File: src/hdl/csel_pkg.sv
// Constants, register map and state type of the clock source select block.
// Assumes a single system clock; no other package is needed.
package csel_pkg;
    localparam int unsigned ADDR_W = 8;

    // Register byte offsets
    localparam logic [7:0] OFF_CSC  = 8'h00;
    localparam logic [7:0] OFF_DIV  = 8'h04;
    localparam logic [7:0] OFF_STAT = 8'h08;

    // Clock source control fields
    localparam int unsigned CSC_SUB_BIT  = 0;
    localparam int unsigned CSC_WAKE_BIT = 1;
    localparam int unsigned CSC_STOP_BIT = 2;
    localparam int unsigned CSC_W        = 3;
    localparam logic [2:0]  CSC_RESET    = 3'h0;

    // Divider control fields, three bits each
    localparam int unsigned DIV_BUS_LSB    = 0;
    localparam int unsigned DIV_PER_LSB    = 4;
    localparam int unsigned DIV_CORE_LSB   = 8;
    localparam logic [2:0]  DIV_BUS_RESET  = 3'h0;
    localparam logic [2:0]  DIV_PER_RESET  = 3'h0;
    localparam logic [2:0]  DIV_CORE_RESET = 3'h0;

    // Status fields
    localparam int unsigned STAT_SUB_BIT     = 0;
    localparam int unsigned STAT_SWITCH_BIT  = 1;
    localparam int unsigned STAT_OSC_BIT     = 2;
    localparam int unsigned STAT_PEND_BIT    = 3;

    // One system cycle is half a PLL period; the input clock is PLL_MULT PLL periods
    localparam int unsigned PLL_MULT   = 4;
    localparam int unsigned CNT_W      = 4;
    localparam int unsigned IN_CLK_CYC = 2 * PLL_MULT;
    localparam logic [3:0]  CNT_WRAP   = 4'hF;
    localparam logic [2:0]  APPLY_PHASE = 3'(IN_CLK_CYC - 1);
    localparam logic [1:0]  RATIO_MAX  = 2'h3;

    localparam logic [1:0] RESP_OKAY   = 2'h0;
    localparam logic [1:0] RESP_DECERR = 2'h3;

    typedef enum logic [1:0] {
        SRC_MAIN,
        SRC_GATE_TO_SUB,
        SRC_SUB,
        SRC_GATE_TO_MAIN
    } csel_src_t;
endpackage : csel_pkg

File: src/hdl/csel_reg_if.sv
// Register access carrier between the bus slave and the clock core.
// Assumes both ends run on the same system clock.
`timescale 1ns/1ps
`default_nettype none
interface csel_reg_if;
    logic        wr_stb;
    logic [7:0]  wr_addr;
    logic [31:0] wr_data;
    logic [3:0]  wr_strb;
    logic        wr_hit;
    logic        bus_done;
    logic [7:0]  rd_addr;
    logic [31:0] rd_data;
    logic        rd_hit;

    modport slave (output wr_stb, wr_addr, wr_data, wr_strb, bus_done, rd_addr,
                   input wr_hit, rd_data, rd_hit);
    modport core  (input wr_stb, wr_addr, wr_data, wr_strb, bus_done, rd_addr,
                   output wr_hit, rd_data, rd_hit);
endinterface : csel_reg_if
`default_nettype wire

File: src/hdl/csel_axil_slave.sv
// AXI4-Lite slave that turns bus transfers into register strobes.
// Assumes one write and one read in flight at most; mclk_in domain only.
`timescale 1ns/1ps
`default_nettype none
module csel_axil_slave (
    input  wire logic        mclk_in,
    input  wire logic        srst_in,
    input  wire logic [7:0]  s_axi_awaddr_in,
    input  wire logic        s_axi_awvalid_in,
    output logic             s_axi_awready_out,
    input  wire logic [31:0] s_axi_wdata_in,
    input  wire logic [3:0]  s_axi_wstrb_in,
    input  wire logic        s_axi_wvalid_in,
    output logic             s_axi_wready_out,
    output logic [1:0]       s_axi_bresp_out,
    output logic             s_axi_bvalid_out,
    input  wire logic        s_axi_bready_in,
    input  wire logic [7:0]  s_axi_araddr_in,
    input  wire logic        s_axi_arvalid_in,
    output logic             s_axi_arready_out,
    output logic [31:0]      s_axi_rdata_out,
    output logic [1:0]       s_axi_rresp_out,
    output logic             s_axi_rvalid_out,
    input  wire logic        s_axi_rready_in,
    csel_reg_if.slave        rif
);
    logic        aw_held_reg;
    logic        w_held_reg;
    logic        wr_stb_reg;
    logic        bvalid_reg;
    logic [1:0]  bresp_reg;
    logic [7:0]  awaddr_reg;
    logic [31:0] wdata_reg;
    logic [3:0]  wstrb_reg;
    logic        ar_held_reg;
    logic        rvalid_reg;
    logic [1:0]  rresp_reg;
    logic [7:0]  araddr_reg;
    logic [31:0] rdata_reg;
    wire         write_busy;

    // Address and data are refused until the previous response has gone
    assign write_busy        = wr_stb_reg | bvalid_reg;
    assign s_axi_awready_out = ~aw_held_reg & ~write_busy;
    assign s_axi_wready_out  = ~w_held_reg & ~write_busy;
    assign s_axi_arready_out = ~ar_held_reg & ~rvalid_reg;
    assign s_axi_bvalid_out  = bvalid_reg;
    assign s_axi_bresp_out   = bresp_reg;
    assign s_axi_rvalid_out  = rvalid_reg;
    assign s_axi_rresp_out   = rresp_reg;
    assign s_axi_rdata_out   = rdata_reg;

    assign rif.wr_stb   = wr_stb_reg;
    assign rif.wr_addr  = awaddr_reg;
    assign rif.wr_data  = wdata_reg;
    assign rif.wr_strb  = wstrb_reg;
    assign rif.bus_done = bvalid_reg & s_axi_bready_in;
    assign rif.rd_addr  = araddr_reg;

    always_ff @(posedge mclk_in) begin
        if (srst_in) begin
            aw_held_reg <= 1'b0;
            w_held_reg  <= 1'b0;
            wr_stb_reg  <= 1'b0;
            bvalid_reg  <= 1'b0;
            bresp_reg   <= csel_pkg::RESP_OKAY;
            awaddr_reg  <= 8'h00;
            wdata_reg   <= 32'h0000_0000;
            wstrb_reg   <= 4'h0;
        end else begin
            wr_stb_reg <= aw_held_reg & w_held_reg;
            if (s_axi_awvalid_in & s_axi_awready_out) begin
                aw_held_reg <= 1'b1;
                awaddr_reg  <= s_axi_awaddr_in;
            end
            if (s_axi_wvalid_in & s_axi_wready_out) begin
                w_held_reg <= 1'b1;
                wdata_reg  <= s_axi_wdata_in;
                wstrb_reg  <= s_axi_wstrb_in;
            end
            if (aw_held_reg & w_held_reg) begin
                aw_held_reg <= 1'b0;
                w_held_reg  <= 1'b0;
            end
            if (wr_stb_reg) begin
                bvalid_reg <= 1'b1;
                bresp_reg  <= rif.wr_hit ? csel_pkg::RESP_OKAY : csel_pkg::RESP_DECERR;
            end else if (bvalid_reg & s_axi_bready_in) begin
                bvalid_reg <= 1'b0;
            end
        end
    end

    always_ff @(posedge mclk_in) begin
        if (srst_in) begin
            ar_held_reg <= 1'b0;
            rvalid_reg  <= 1'b0;
            rresp_reg   <= csel_pkg::RESP_OKAY;
            araddr_reg  <= 8'h00;
            rdata_reg   <= 32'h0000_0000;
        end else begin
            if (s_axi_arvalid_in & s_axi_arready_out) begin
                ar_held_reg <= 1'b1;
                araddr_reg  <= s_axi_araddr_in;
            end
            if (ar_held_reg) begin
                ar_held_reg <= 1'b0;
                rvalid_reg  <= 1'b1;
                rdata_reg   <= rif.rd_data;
                rresp_reg   <= rif.rd_hit ? csel_pkg::RESP_OKAY : csel_pkg::RESP_DECERR;
            end else if (rvalid_reg & s_axi_rready_in) begin
                rvalid_reg <= 1'b0;
            end
        end
    end
endmodule : csel_axil_slave
`default_nettype wire

File: src/hdl/csel_clock_source_select.sv
// Clock source select: main PLL clock with dividers, or subclock, for core,
// peripheral and external bus clocks. Assumes mclk_in stands for twice the PLL
// rate; subclock and oscillator-ready arrive asynchronously on pins.
`timescale 1ns/1ps
`default_nettype none
module csel_clock_source_select (
    input  wire logic        mclk_in,
    input  wire logic        srst_in,
    input  wire logic [7:0]  s_axi_awaddr_in,
    input  wire logic        s_axi_awvalid_in,
    output logic             s_axi_awready_out,
    input  wire logic [31:0] s_axi_wdata_in,
    input  wire logic [3:0]  s_axi_wstrb_in,
    input  wire logic        s_axi_wvalid_in,
    output logic             s_axi_wready_out,
    output logic [1:0]       s_axi_bresp_out,
    output logic             s_axi_bvalid_out,
    input  wire logic        s_axi_bready_in,
    input  wire logic [7:0]  s_axi_araddr_in,
    input  wire logic        s_axi_arvalid_in,
    output logic             s_axi_arready_out,
    output logic [31:0]      s_axi_rdata_out,
    output logic [1:0]       s_axi_rresp_out,
    output logic             s_axi_rvalid_out,
    input  wire logic        s_axi_rready_in,
    input  wire logic        subclk_in,
    input  wire logic        main_osc_ready_in,
    input  wire logic        subclock_osc_halt_in,
    input  wire logic        standby_in,
    input  wire logic        standby_exit_in,
    output logic             core_clk_out,
    output logic             periph_clk_out,
    output logic             bus_clk_out,
    output logic             main_osc_en_out,
    output logic             pll_en_out,
    output logic             on_subclock_out
);
    csel_reg_if rif ();

    csel_axil_slave u_slave (
        .mclk_in           (mclk_in),
        .srst_in           (srst_in),
        .s_axi_awaddr_in   (s_axi_awaddr_in),
        .s_axi_awvalid_in  (s_axi_awvalid_in),
        .s_axi_awready_out (s_axi_awready_out),
        .s_axi_wdata_in    (s_axi_wdata_in),
        .s_axi_wstrb_in    (s_axi_wstrb_in),
        .s_axi_wvalid_in   (s_axi_wvalid_in),
        .s_axi_wready_out  (s_axi_wready_out),
        .s_axi_bresp_out   (s_axi_bresp_out),
        .s_axi_bvalid_out  (s_axi_bvalid_out),
        .s_axi_bready_in   (s_axi_bready_in),
        .s_axi_araddr_in   (s_axi_araddr_in),
        .s_axi_arvalid_in  (s_axi_arvalid_in),
        .s_axi_arready_out (s_axi_arready_out),
        .s_axi_rdata_out   (s_axi_rdata_out),
        .s_axi_rresp_out   (s_axi_rresp_out),
        .s_axi_rvalid_out  (s_axi_rvalid_out),
        .s_axi_rready_in   (s_axi_rready_in),
        .rif               (rif.slave)
    );

    // Pin synchronisers: bit 0 subclock, bit 1 oscillator ready
    logic [1:0] sync1_reg;
    logic [1:0] sync2_reg;
    logic [1:0] sync3_reg;
    logic [1:0] filt_reg;
    logic       sub_prev_reg;

    always_ff @(posedge mclk_in) begin
        if (srst_in) begin
            sync1_reg    <= 2'h0;
            sync2_reg    <= 2'h0;
            sync3_reg    <= 2'h0;
            filt_reg     <= 2'h0;
            sub_prev_reg <= 1'b0;
        end else begin
            sync1_reg    <= {main_osc_ready_in, subclk_in};
            sync2_reg    <= sync1_reg;
            sync3_reg    <= sync2_reg;
            filt_reg     <= (sync2_reg & sync3_reg) | (filt_reg & (sync2_reg | sync3_reg));
            sub_prev_reg <= filt_reg[0];
        end
    end

    wire sub_level = filt_reg[0];
    wire main_ready = filt_reg[1];
    wire sub_fall = sub_prev_reg & ~sub_level;

    // Register state
    logic [2:0]          csc_reg;
    logic [2:0]          div_core_reg;
    logic [2:0]          div_per_reg;
    logic [2:0]          div_bus_reg;
    logic                div_wr_seen_reg;
    logic                pend_reg;
    logic [1:0]          act_core_reg;
    logic [1:0]          act_per_reg;
    logic [1:0]          act_bus_reg;
    logic [3:0]          cnt_reg;
    csel_pkg::csel_src_t state_reg;
    csel_pkg::csel_src_t state_next;
    logic [2:0]          clk_reg;

    wire sub_sel  = csc_reg[csel_pkg::CSC_SUB_BIT];
    wire wake_sel = csc_reg[csel_pkg::CSC_WAKE_BIT];
    wire stop_sel = csc_reg[csel_pkg::CSC_STOP_BIT];

    // Write decode
    wire wr_csc = rif.wr_stb & (rif.wr_addr == csel_pkg::OFF_CSC) & rif.wr_strb[0];
    wire wr_div = rif.wr_stb & (rif.wr_addr == csel_pkg::OFF_DIV);
    wire [2:0] csc_wdata = rif.wr_data[2:0];  // Upper bits dropped
    // A stopped subclock cannot be selected
    wire sub_wr_allowed = ~(csc_wdata[csel_pkg::CSC_SUB_BIT] & subclock_osc_halt_in);
    wire sub_wr_value = sub_wr_allowed ? csc_wdata[csel_pkg::CSC_SUB_BIT] : sub_sel;
    // Wakeup select 0 falls back to main clock
    wire exit_clear = standby_exit_in & ~wake_sel;

    assign rif.wr_hit = (rif.wr_addr == csel_pkg::OFF_CSC) | (rif.wr_addr == csel_pkg::OFF_DIV)
                      | (rif.wr_addr == csel_pkg::OFF_STAT);

    always_ff @(posedge mclk_in) begin
        if (srst_in) begin
            csc_reg <= csel_pkg::CSC_RESET;
        end else if (exit_clear) begin
            csc_reg[csel_pkg::CSC_SUB_BIT] <= 1'b0;
            if (wr_csc) begin
                csc_reg[2:1] <= csc_wdata[2:1];
            end
        end else if (wr_csc) begin
            csc_reg <= {csc_wdata[2:1], sub_wr_value};
        end
    end

    always_ff @(posedge mclk_in) begin
        if (srst_in) begin
            div_core_reg <= csel_pkg::DIV_CORE_RESET;
            div_per_reg  <= csel_pkg::DIV_PER_RESET;
            div_bus_reg  <= csel_pkg::DIV_BUS_RESET;
        end else if (wr_div) begin
            if (rif.wr_strb[0]) begin
                div_per_reg <= rif.wr_data[csel_pkg::DIV_PER_LSB +: 3];
                div_bus_reg <= rif.wr_data[csel_pkg::DIV_BUS_LSB +: 3];
            end
            if (rif.wr_strb[1]) begin
                div_core_reg <= rif.wr_data[csel_pkg::DIV_CORE_LSB +: 3];
            end
        end
    end

    // Codes above 1/8 are clamped; peripheral and bus follow core if faster
    wire [1:0] core_code = div_core_reg[2] ? csel_pkg::RATIO_MAX : div_core_reg[1:0];
    wire [1:0] per_raw   = div_per_reg[2] ? csel_pkg::RATIO_MAX : div_per_reg[1:0];
    wire [1:0] bus_raw   = div_bus_reg[2] ? csel_pkg::RATIO_MAX : div_bus_reg[1:0];
    wire [1:0] per_code  = (per_raw < core_code) ? core_code : per_raw;
    wire [1:0] bus_code  = (bus_raw < core_code) ? core_code : bus_raw;

    // Apply point is one input-clock period apart, so the wait is bounded
    wire apply_now = pend_reg & (cnt_reg[2:0] == csel_pkg::APPLY_PHASE);

    always_ff @(posedge mclk_in) begin
        if (srst_in) begin
            div_wr_seen_reg <= 1'b0;
            pend_reg        <= 1'b0;
            act_core_reg    <= csel_pkg::DIV_CORE_RESET[1:0];
            act_per_reg     <= csel_pkg::DIV_PER_RESET[1:0];
            act_bus_reg     <= csel_pkg::DIV_BUS_RESET[1:0];
        end else begin
            if (wr_div) begin
                div_wr_seen_reg <= 1'b1;
            end else if (rif.bus_done) begin
                div_wr_seen_reg <= 1'b0;
            end
            // Set wins over the clear of the same cycle
            if (rif.bus_done & div_wr_seen_reg) begin
                pend_reg <= 1'b1;
            end else if (apply_now) begin
                pend_reg <= 1'b0;
            end
            if (apply_now) begin
                act_core_reg <= core_code;
                act_per_reg  <= per_code;
                act_bus_reg  <= bus_code;
            end
        end
    end

    // Oscillator and PLL enables
    wire on_sub_side = (state_reg == csel_pkg::SRC_SUB) | (state_reg == csel_pkg::SRC_GATE_TO_SUB);
    wire osc_en = ~standby_in & ~(stop_sel & sub_sel & on_sub_side);
    assign main_osc_en_out = osc_en;
    assign pll_en_out      = osc_en;

    // Counter stands for the PLL and its divider chain
    always_ff @(posedge mclk_in) begin
        if (srst_in) begin
            cnt_reg <= 4'h0;
        end else if (osc_en & main_ready) begin
            cnt_reg <= cnt_reg + 4'h1;
        end
    end

    // Source switch: outputs held low between old and new source
    always_comb begin
        state_next = state_reg;
        case (state_reg)
            csel_pkg::SRC_MAIN: begin
                if (sub_sel & (cnt_reg == csel_pkg::CNT_WRAP)) begin
                    state_next = csel_pkg::SRC_GATE_TO_SUB;
                end
            end
            csel_pkg::SRC_GATE_TO_SUB: begin
                if (~sub_sel) begin
                    state_next = csel_pkg::SRC_GATE_TO_MAIN;
                end else if (sub_fall) begin
                    state_next = csel_pkg::SRC_SUB;
                end
            end
            csel_pkg::SRC_SUB: begin
                // Wakeup select 1 keeps the subclock since the bit stays set
                if (~sub_sel & sub_fall) begin
                    state_next = csel_pkg::SRC_GATE_TO_MAIN;
                end
            end
            csel_pkg::SRC_GATE_TO_MAIN: begin
                if (main_ready & osc_en & (cnt_reg == csel_pkg::CNT_WRAP)) begin
                    state_next = csel_pkg::SRC_MAIN;
                end
            end
            default: begin
                state_next = csel_pkg::SRC_MAIN;
            end
        endcase
    end

    always_ff @(posedge mclk_in) begin
        if (srst_in) begin
            state_reg <= csel_pkg::SRC_MAIN;
        end else begin
            state_reg <= state_next;
        end
    end

    // Per-clock level: 0 core, 1 peripheral, 2 bus
    wire [1:0] act_code [3];
    wire [2:0] clk_level;
    assign act_code[0] = act_core_reg;
    assign act_code[1] = act_per_reg;
    assign act_code[2] = act_bus_reg;

    genvar gi;
    generate
        for (gi = 0; gi < 3; gi++) begin : g_clk
            assign clk_level[gi] = (state_reg == csel_pkg::SRC_MAIN) ? cnt_reg[act_code[gi]] :
                                   (state_reg == csel_pkg::SRC_SUB) ? sub_level : 1'b0;
        end
    endgenerate

    always_ff @(posedge mclk_in) begin
        if (srst_in) begin
            clk_reg <= 3'h0;
        end else begin
            clk_reg <= clk_level;
        end
    end

    assign core_clk_out    = clk_reg[0];
    assign periph_clk_out  = clk_reg[1];
    assign bus_clk_out     = clk_reg[2];
    assign on_subclock_out = (state_reg == csel_pkg::SRC_SUB);

    // Read mux
    wire [31:0] csc_rd  = {29'h0, csc_reg};
    wire [31:0] div_rd  = {21'h0, div_core_reg, 1'b0, div_per_reg, 1'b0, div_bus_reg};
    wire [31:0] stat_rd = {28'h000_0000, pend_reg, osc_en,
                           (state_reg == csel_pkg::SRC_GATE_TO_SUB)
                           | (state_reg == csel_pkg::SRC_GATE_TO_MAIN),
                           (state_reg == csel_pkg::SRC_SUB)};

    assign rif.rd_hit  = (rif.rd_addr == csel_pkg::OFF_CSC) | (rif.rd_addr == csel_pkg::OFF_DIV)
                       | (rif.rd_addr == csel_pkg::OFF_STAT);
    assign rif.rd_data = (rif.rd_addr == csel_pkg::OFF_CSC)  ? csc_rd :
                         (rif.rd_addr == csel_pkg::OFF_DIV)  ? div_rd :
                         (rif.rd_addr == csel_pkg::OFF_STAT) ? stat_rd : 32'h0000_0000;
endmodule : csel_clock_source_select
`default_nettype wire

File: config.mk
export PLATFORM = sky130hd
export DESIGN_NAME = csel_clock_source_select
export DESIGN_NICKNAME = d
export VERILOG_FILES = /design/src/hdl/csel_pkg.sv /design/src/hdl/csel_reg_if.sv /design/src/hdl/csel_axil_slave.sv /design/src/hdl/csel_clock_source_select.sv
export SDC_FILE = /design/constraint.sdc
export NUM_CORES = 1
export LEC_CHECK = 0
export BUFFER_PORTS_ARGS = -buffer_cell sky130_fd_sc_hd__buf_2
export CELL_PAD_IN_SITES_DETAIL_PLACEMENT = 2
export CELL_PAD_IN_SITES_GLOBAL_PLACEMENT = 2
export CORE_MARGIN = 1.5
export CORE_UTILIZATION = 36
export CTS_BUF_LIST = sky130_fd_sc_hd__clkbuf_4 sky130_fd_sc_hd__clkbuf_8
export CTS_CLUSTER_SIZE = 10
export DETAILED_ROUTE_END_ITERATION = 8
export GPL_TIMING_DRIVEN = 0
export PLACE_DENSITY_LB_ADDON = 0.3
export SYNTH_ARGS = -nofsm -noshare
export SYNTH_HDL_FRONTEND = slang
export SYNTH_HIERARCHICAL = 1
export SYNTH_SLANG_ARGS = --single-unit
File: constraint.sdc
create_clock -name mclk_in -period 2.3 [get_ports mclk_in]
set_input_delay 0.46 -clock mclk_in [delete_from_list [all_inputs] [get_ports mclk_in]]
set_output_delay 0.46 -clock mclk_in [all_outputs]
set_load 0.01 [all_outputs]
==> metrics.md, run 1 <==
| Metric | Value |
|---|---|
| # diodes | 0 |
| Maxcap violations | 0 |
| CTS tree | done |
| DR WL/cell | 15.4 microns |
| Initial core utilization | 0.371 |
| Clk_lat worst skew | 370 ps |
| Global-route wire length before repair | 19.5 mm |
| RR Endpoint | state_reg[0] |
| Worst-Margin Slew | 542 ps |
| Dpl hpwl | 9.26 mm |
| Worst-path fanout max | 5 |
| # DRC | 0 |
| Row cnt | 41 |
| Num CTS Buffers | 9 |
| Die height | 117 microns |
| Initial antenna violation count | 0 |
| Static Leak | 2.36 nW |
| Initial drt markers | 113 |
| R2r setup slk | 370 ps |
| GRT overflow | 0 |
| Vias in the first global route | 3974 |
| Sw frac | 0.265 |
| CP required | 1840 ps |
| Slew HR | 0.639 |
| Num ports | 111 |
| Psw | 936 uW |
| Power Total | 3.54 mW |
| Outcome | completed |
| Min cycle time layout | 2210 ps |
| Routed Antenna Nets | 0 |
| Syn-to-layout area delta | 19.3% |
| Crit Path Category | register to primary output |
| Max FFs per register | 32 |
| Logic pwr share | 0.141 |
| Hold path endpoint | sync1_reg[1] |
| Worst reg2reg path startpoint | state_reg[0] |
| I/O Buffers | 84 |
| Sequential share of power | 0.550 |
| Data arrival, critical path | 1750 ps |
| Fin. max-slew vios | 0 |
| Layout cells sized above 1 | 0.249 |
| Final Hold Fails | 0 |
| CTS max path bufs | 2 |
| Clk pwr share | 0.308 |
| GR Util All Layers | 0.186 |
| Final wirelength | 11.9 mm |
| Die ar. | 13700 sq um |
| Startpoint types | register |
| CTS Hold Buffers Added | 0 |
| Vias/cell | 4.77 |
| Routed vias | 3677 |
| Int Pwr | 2.60 mW |
| Mapped Area | 4700 sq um |
| Worst hold slack | 299 ps |
| Post-layout nets | 668 |
| HP Class | input port to register |
| Yosys warnings | 6 |
| Final TNS setup | 0 ps |
| Cell Pwr Density | 631 nW/um^2 |
| Worst Hold Launch | main_osc_ready_in |
| CTS Sinks | 105 |
| Router iterations before antenna repair | 4 |
| Peak VDD IR | 0.236 mV |
| Mean Syn Cell Area | 9.82 sq um |
| Root buffer cell | clkbuf_8 |
| H-Tree Depth | 3 |
| Period utilization | 0.959 |
| Final Setup Violations | 0 |
| Mapped Cells | 478 |
| Core ar. | 12700 sq um |
| Hold depth | 2 |
| R2R depth | 6 |
| Final setup skew | 7.31 ps |
| Clock transition at path regs | 100 ps |
| Placer congestion estimate | 0.781 |
| FMAX | 453 MHz |
| Die width | 117 microns |
| Largest net degree at the start of global routing | 16 |
| CP endpoint kind | primary output |
cell usage in the layout (no fill, tap or decap), drive strengths merged, types with 4 or more instances in the layout:
| master | count |
|---|---|
| clkbuf | 27 |
| buf | 104 |
| nor2 | 59 |
| dfxtp | 105 |
| and3 | 7 |
| inv | 12 |
| and2 | 4 |
| nand2b | 79 |
| a211oi | 7 |
| nand2 | 16 |
| o21ai | 5 |
| ha | 10 |
| a21oi | 14 |
| mux2i | 70 |
| nor2b | 13 |
| nand4 | 4 |
| conb | 22 |
cell type report:
class | count | area, sq um
inverter | 12 | 45.0
multi-input combinational | 348 | 2430
fill | 1418 | 7070
tap | 172 | 215
timing repair buffer | 84 | 420
clock buffer | 13 | 166
buffer | 34 | 203
clock inverter | 3 | 15.0
sequential | 105 | 2100
worst max-delay path: stages, from the launching register on:
cell and delay [ps]:
dfxtp_2 360, inv_1 90, ha_1 340, a31o_4 280, inv_2 80, buf_4 100, buf_2 110
how the worst max path moves through the flow:
stage,depth (start not counted),to,slack [ps],startpoint
2_1_floorplan,5,pll_en_out,550,state_reg[0]
3_3_place_gp,4,act_bus_reg[0],400,srst_in
3_5_place_dp,6,state_reg[0],350,state_reg[0]
4_1_cts,6,pll_en_out,20,state_reg[1]
5_1_grt,6,pll_en_out,-2,state_reg[0]
6_report,6,pll_en_out,90,state_reg[0]
metrics by stage:
step                      instances  instance area (sq um)  utilization  worst slack [ps]
after floorplan                 499                   4770            -               550
after global placement          755                   5410        0.427               401
after detailed placement        755                   5410        0.427               346
after CTS                       771                   5590        0.441              16.7
after global routing            771                   5600        0.442             -1.51
final                           771                   5600        0.442              94.9
metal layers:
metal / wire length [microns] / vias to the layer above / track usage / part of all wire
met1: 5220 / 1801 / 0.221 / 0.44
met2: 6130 / 55 / 0.337 / 0.52
met5: 0 / - / 0 / 0
met4: 199 / 0 / 0.0715 / 0.017
li1: - / 1806 / - / -
met3: 335 / 15 / 0.0283 / 0.028
power groups by stage:
stage / registers, mW / clock network, mW / logic, mW
6_report: 1.95 / 1.09 / 0.499
5_1_grt: 1.96 / 1.22 / 0.552
4_1_cts: 1.95 / 1.14 / 0.504
3_5_place_dp: 1.99 / 0 / 0.502
3_3_place_gp: 1.98 / 0 / 0.477
2_1_floorplan: 1.99 / 0 / 0.335
repair_timing:
action,CTS,global route
setup endpoints to repair,1,1
pin swaps,0,0
setup buffers,0,0
gates resized for setup,2,2
cloned,0,0
Note: power is estimated with default switching activity, not from simulation.
==> run 2: changes to the inputs <==
Settings changed: CORE_MARGIN 1.5 to not set, CORE_UTILIZATION 36 to 35, CTS_BUF_LIST sky130_fd_sc_hd__clkbuf_4 sky130_fd_sc_hd__clkbuf_8 to not set, SKIP_LAST_GASP set to 1.
==> metrics.md, run 2 (synthesis results as in run 1) <==
| Metric | Value |
|---|---|
| Outcome | completed |
| CP required | 1840 ps |
| Vias/cell | 4.74 |
| Final wirelength | 12.3 mm |
| Delay-heaviest family, CP | buffers and inverters |
| Unrepaired setup endpoints after global routing | no |
| Layout cells sized above 1 | 0.245 |
| Slowest CP cell | dfxtp_2 |
| Fin. max-slew vios | 0 |
| Min cycle time layout | 2200 ps |
| Largest net degree at the start of global routing | 16 |
| Peak VDD IR | 0.296 mV |
| Post-route design area | 5690 sq um |
| Worst-Margin Slew | 526 ps |
| # DRC | 0 |
| Maxcap violations | 0 |
| Dpl hpwl | 9.57 mm |
| H-Tree Depth | 3 |
| GR Util All Layers | 0.186 |
| Startpoint types | register |
| Data arrival, critical path | 1740 ps |
| Max FFs per register | 32 |
| Final Setup Violations | 0 |
| Routed vias | 3658 |
| I/O Buffers | 84 |
| Final setup skew | 5.25 ps |
| Router iterations before antenna repair | 4 |
| Commonest cells after routing, fill and taps aside | 103 x dfxtp_1, 97 x buf_2, 78 x nand2b_1 |
| Initial drt markers | 138 |
| Cell Pwr Density | 685 nW/um^2 |
| GRT overflow | 0 |
| CTS max path bufs | 2 |
| Placer congestion estimate | 0.761 |
| Initial antenna violation count | 0 |
| Static Leak | 2.40 nW |
| Num ports | 111 |
| Num CTS Buffers | 9 |
| Initial core utilization | 0.366 |
| Worst-path fanout max | 5 |
| # diodes | 0 |
| HP Class | input port to register |
| Core ar. | 12800 sq um |
| Crit Path Category | register to primary output |
| Slew HR | 0.649 |
| CTS Hold Buffers Added | 0 |
| Root buffer cell | clkbuf_16 |
| Crit-path cells | inv_1 > ha_1 > a31o_2 > inv_2 > buf_4 > buf_2 |
| Post-place instance area | 5410 sq um |
| Power Total | 3.90 mW |
| Vias in the first global route | 4100 |
| Final Hold Fails | 0 |
| Global-route wire length before repair | 20.4 mm |
| Row cnt | 41 |
| CP Buf/Inv Count | 4 |
| Commonest non-fill, non-tap cell in the layout | dfxtp_1 |
| Die height | 118 microns |
| Post-layout nets | 668 |
| Routed Antenna Nets | 0 |
| DR WL/cell | 15.9 microns |
| Syn-to-layout area delta | 21.1% |
| CTS tree | done |
| Clock transition at path regs | 70 ps |
| Die width | 118 microns |
| Final TNS setup | 0 ps |
| CP endpoint kind | primary output |
| CTS Sinks | 105 |
| Clk_lat worst skew | 340 ps |
| FMAX | 455 MHz |
| Critical path's largest stage delay | 350 ps |
| Period utilization | 0.955 |
| Die ar. | 13900 sq um |
==> run 2: changes by cell type in the layout (fill, tap and decap cells not counted) <==
| cell | before | now |
|---|---|---|
| a31o_4 | 1 | 0 |
| a31o_2 | 1 | 2 |
| clkbuf_16 | 0 | 9 |
| clkbuf_1 | 14 | 16 |
| clkbuf_4 | 2 | 0 |
| clkbuf_8 | 11 | 2 |
==> run 2: area by class of cell <==
class                      instances  area, sq um
fill                            1414         7140
multi-input combinational        348         2420
sequential                       105         2100
timing repair buffer              84          420
clock buffer                      13          260
tap                              172          215
buffer                            34          203
inverter                          12         45.0
clock inverter                     3         15.0
==> run 2: what timing repair did <==
action                                 4_1_cts  5_1_grt
endpoints found under the hold margin        0        0
setup buffers                                0        0
resized for setup                            1        2
setup endpoints to repair                    1        1
==> run 2: metrics by stage <==
| step | util | setup WS (ps) | std cells | hold WS (ps) |
|---|---|---|---|---|
| 5_1_grt | 0.444 | 24.4 | 771 | 341 |
| 3_5_place_dp | 0.422 | 377 | 755 | 436 |
| 3_3_place_gp | 0.422 | 384 | 755 | 418 |
| 4_1_cts | 0.443 | 43.2 | 771 | 316 |
| 2_1_floorplan | - | 550 | 499 | 414 |
| 6_report | 0.444 | 102 | 771 | 326 |
==> run 2: path summary, 6_finish.rpt <==
kind / startpoint / end / slack (ps) / depth (start not counted)
max reg2reg: state_reg[0] / state_reg[0] / 370 / 6
max: state_reg[0] / pll_en_out / 100 / 6
min: subclk_in / sync1_reg[0] / 330 / 2
min reg2reg: sync1_reg[0] / sync2_reg[0] / 450 / 1
==> run 2: where the power goes <==
part           leakage [nW]  switching, mW  internal (mW)  total [mW]
Combinational          1.41          0.270          0.234       0.504
Sequential            0.856         0.0544           1.89        1.95
Clock                 0.139          0.655          0.789        1.44
Total                  2.40          0.979           2.92        3.90
==> run 2: worst reg2reg max path, cell delays in order, from the launching register on <==
cell and delay [ps]:
dfxtp_2 350, inv_1 90, ha_1 330, a31o_2 310, o31ai_4 340, o2111ai_1 160
a221oi_1 260
==> run 2: layer usage <==
| layer | GRT usage | part of all wire | up-vias |
|---|---|---|---|
| met3 | 0.0252 | 0.025 | 10 |
| met4 | 0.0673 | 0.013 | 0 |
| li1 | - | - | 1806 |
| met5 | 0 | 0 | - |
| met1 | 0.222 | 0.45 | 1790 |
| met2 | 0.336 | 0.51 | 52 |
==> run 3: changes to the inputs <==
Settings changed: REMOVE_ABC_BUFFERS set to 1.
==> metrics.md, run 3 (synthesis results as in run 1) <==
| Metric | Value |
|---|---|
| Dpl cells | 726 |
| Cell Pwr Density | 696 nW/um^2 |
| Startpoint types | register |
| Final setup skew | 4.66 ps |
| Worst hold slack | 319 ps |
| Initial antenna violation count | 0 |
| Worst-Margin Slew | 867 ps |
| Fin cells | 741 |
| Commonest non-fill, non-tap cell in the layout | dfxtp_1 |
| Unrepaired setup endpoints after global routing | no |
| Placer congestion estimate | 0.710 |
| CTS Sinks | 105 |
| Layout cells sized above 1 | 0.234 |
| Post-layout nets | 639 |
| Power Total | 3.89 mW |
| Peak VDD IR | 0.417 mV |
| DR WL/cell | 15.1 microns |
| # Post-CTS Setup Buffers | 0 |
| Static Leak | 2.33 nW |
| GRT overflow | 0 |
| Util after Layout | 0.436 |
| Dpl hpwl | 8.14 mm |
| Post-route design area | 5590 sq um |
| Largest net degree at the start of global routing | 81 |
| Router iterations before antenna repair | 4 |
| Die width | 118 microns |
| Initial drt markers | 145 |
| Num ports | 111 |
| CP required | 1840 ps |
| Crit Path Category | register to primary output |
| Die height | 118 microns |
| Worst-path fanout max | 5 |
| Syn-to-layout area delta | 18.9% |
| I/O Buffers | 85 |
| Num CTS Buffers | 9 |
| Slew HR | 0.420 |
| CTS tree | done |
| Period utilization | 0.947 |
| FMAX | 459 MHz |
| CTS Hold Buffers Added | 0 |
| Vias in the first global route | 3834 |
| # diodes | 0 |
| Max FFs per register | 32 |
| Routed vias | 3516 |
| Vias/cell | 4.74 |
| Routed Antenna Nets | 0 |
| Min cycle time layout | 2180 ps |
| Layout fillers | 1419 |
| CTS max path bufs | 2 |
| Fin. max-slew vios | 0 |
| H-Tree Depth | 3 |
| Root buffer cell | clkbuf_16 |
| Post-place instance area | 5300 sq um |
| Row cnt | 41 |
| Initial core utilization | 0.366 |
| GR Util All Layers | 0.174 |
| Core ar. | 12800 sq um |
| Maxcap violations | 0 |
| # DRC | 0 |
| Clk_lat worst skew | 350 ps |
| Final Setup Violations | 0 |
| Commonest cells after routing, fill and taps aside | 104 x dfxtp_1, 84 x buf_2, 78 x nand2b_1 |
| HP Class | input port to register |
| Data arrival, critical path | 1720 ps |
| Outcome | completed |
| Final wirelength | 11.2 mm |
| Global-route wire length before repair | 19.1 mm |
| Clock transition at path regs | 70 ps |
| PostCTS Resize Cnt | 0 |
| Final Hold Fails | 0 |
| CP endpoint kind | primary output |
| Die ar. | 13900 sq um |
## run 3: power by group
part	switching [mW]	total, mW	internal, mW
combinational	0.234	0.451	0.217
clock	0.660	1.48	0.816
sequential	0.0650	1.96	1.89
total	0.959	3.89	2.93
## run 3: final cells by class
class                           instances  area (sq um)  area share
Clock buffer                           13           270      0.0484
Clock inverter                          2          12.5     0.00224
Inverter                               12          45.0     0.00806
Multi-Input combinational cell        348          2440       0.438
Sequential cell                       105          2100       0.377
Tap cell                              172           215      0.0385
Timing Repair Buffer                   89           494      0.0885
## run 3: per-stage QoR
step	TNS (ps)	setup slack [ps]
floorplan	-32.7	-4.08
global placement	-15080	-741
detailed placement	0	383
CTS	0	33.4
global route	0	8.76
finish	0	123
## run 3: path summary, 6_finish.rpt
kind / startpoint / to / slack (ps) / cells past startpoint
worst max-delay path: state_reg[0] / pll_en_out / 120 / 5
worst min-delay path: subclk_in / sync1_reg[0] / 320 / 2
worst max register to register: state_reg[0] / state_reg[0] / 360 / 6
worst min register to register: sync1_reg[1] / sync2_reg[1] / 450 / 1
## run 3: layer usage
metal  share of wire  GRT usage
met2            0.49      0.296
met3           0.040     0.0499
met5               0          0
met1            0.46      0.212
met4           0.011     0.0497
## run 3: worst max-delay path, stage by stage (launching register included)
cell	delay [ps]
dfxtp_1	380
inv_1	110
ha_1	330
a31o_2	310
inv_2	100
buf_2	140
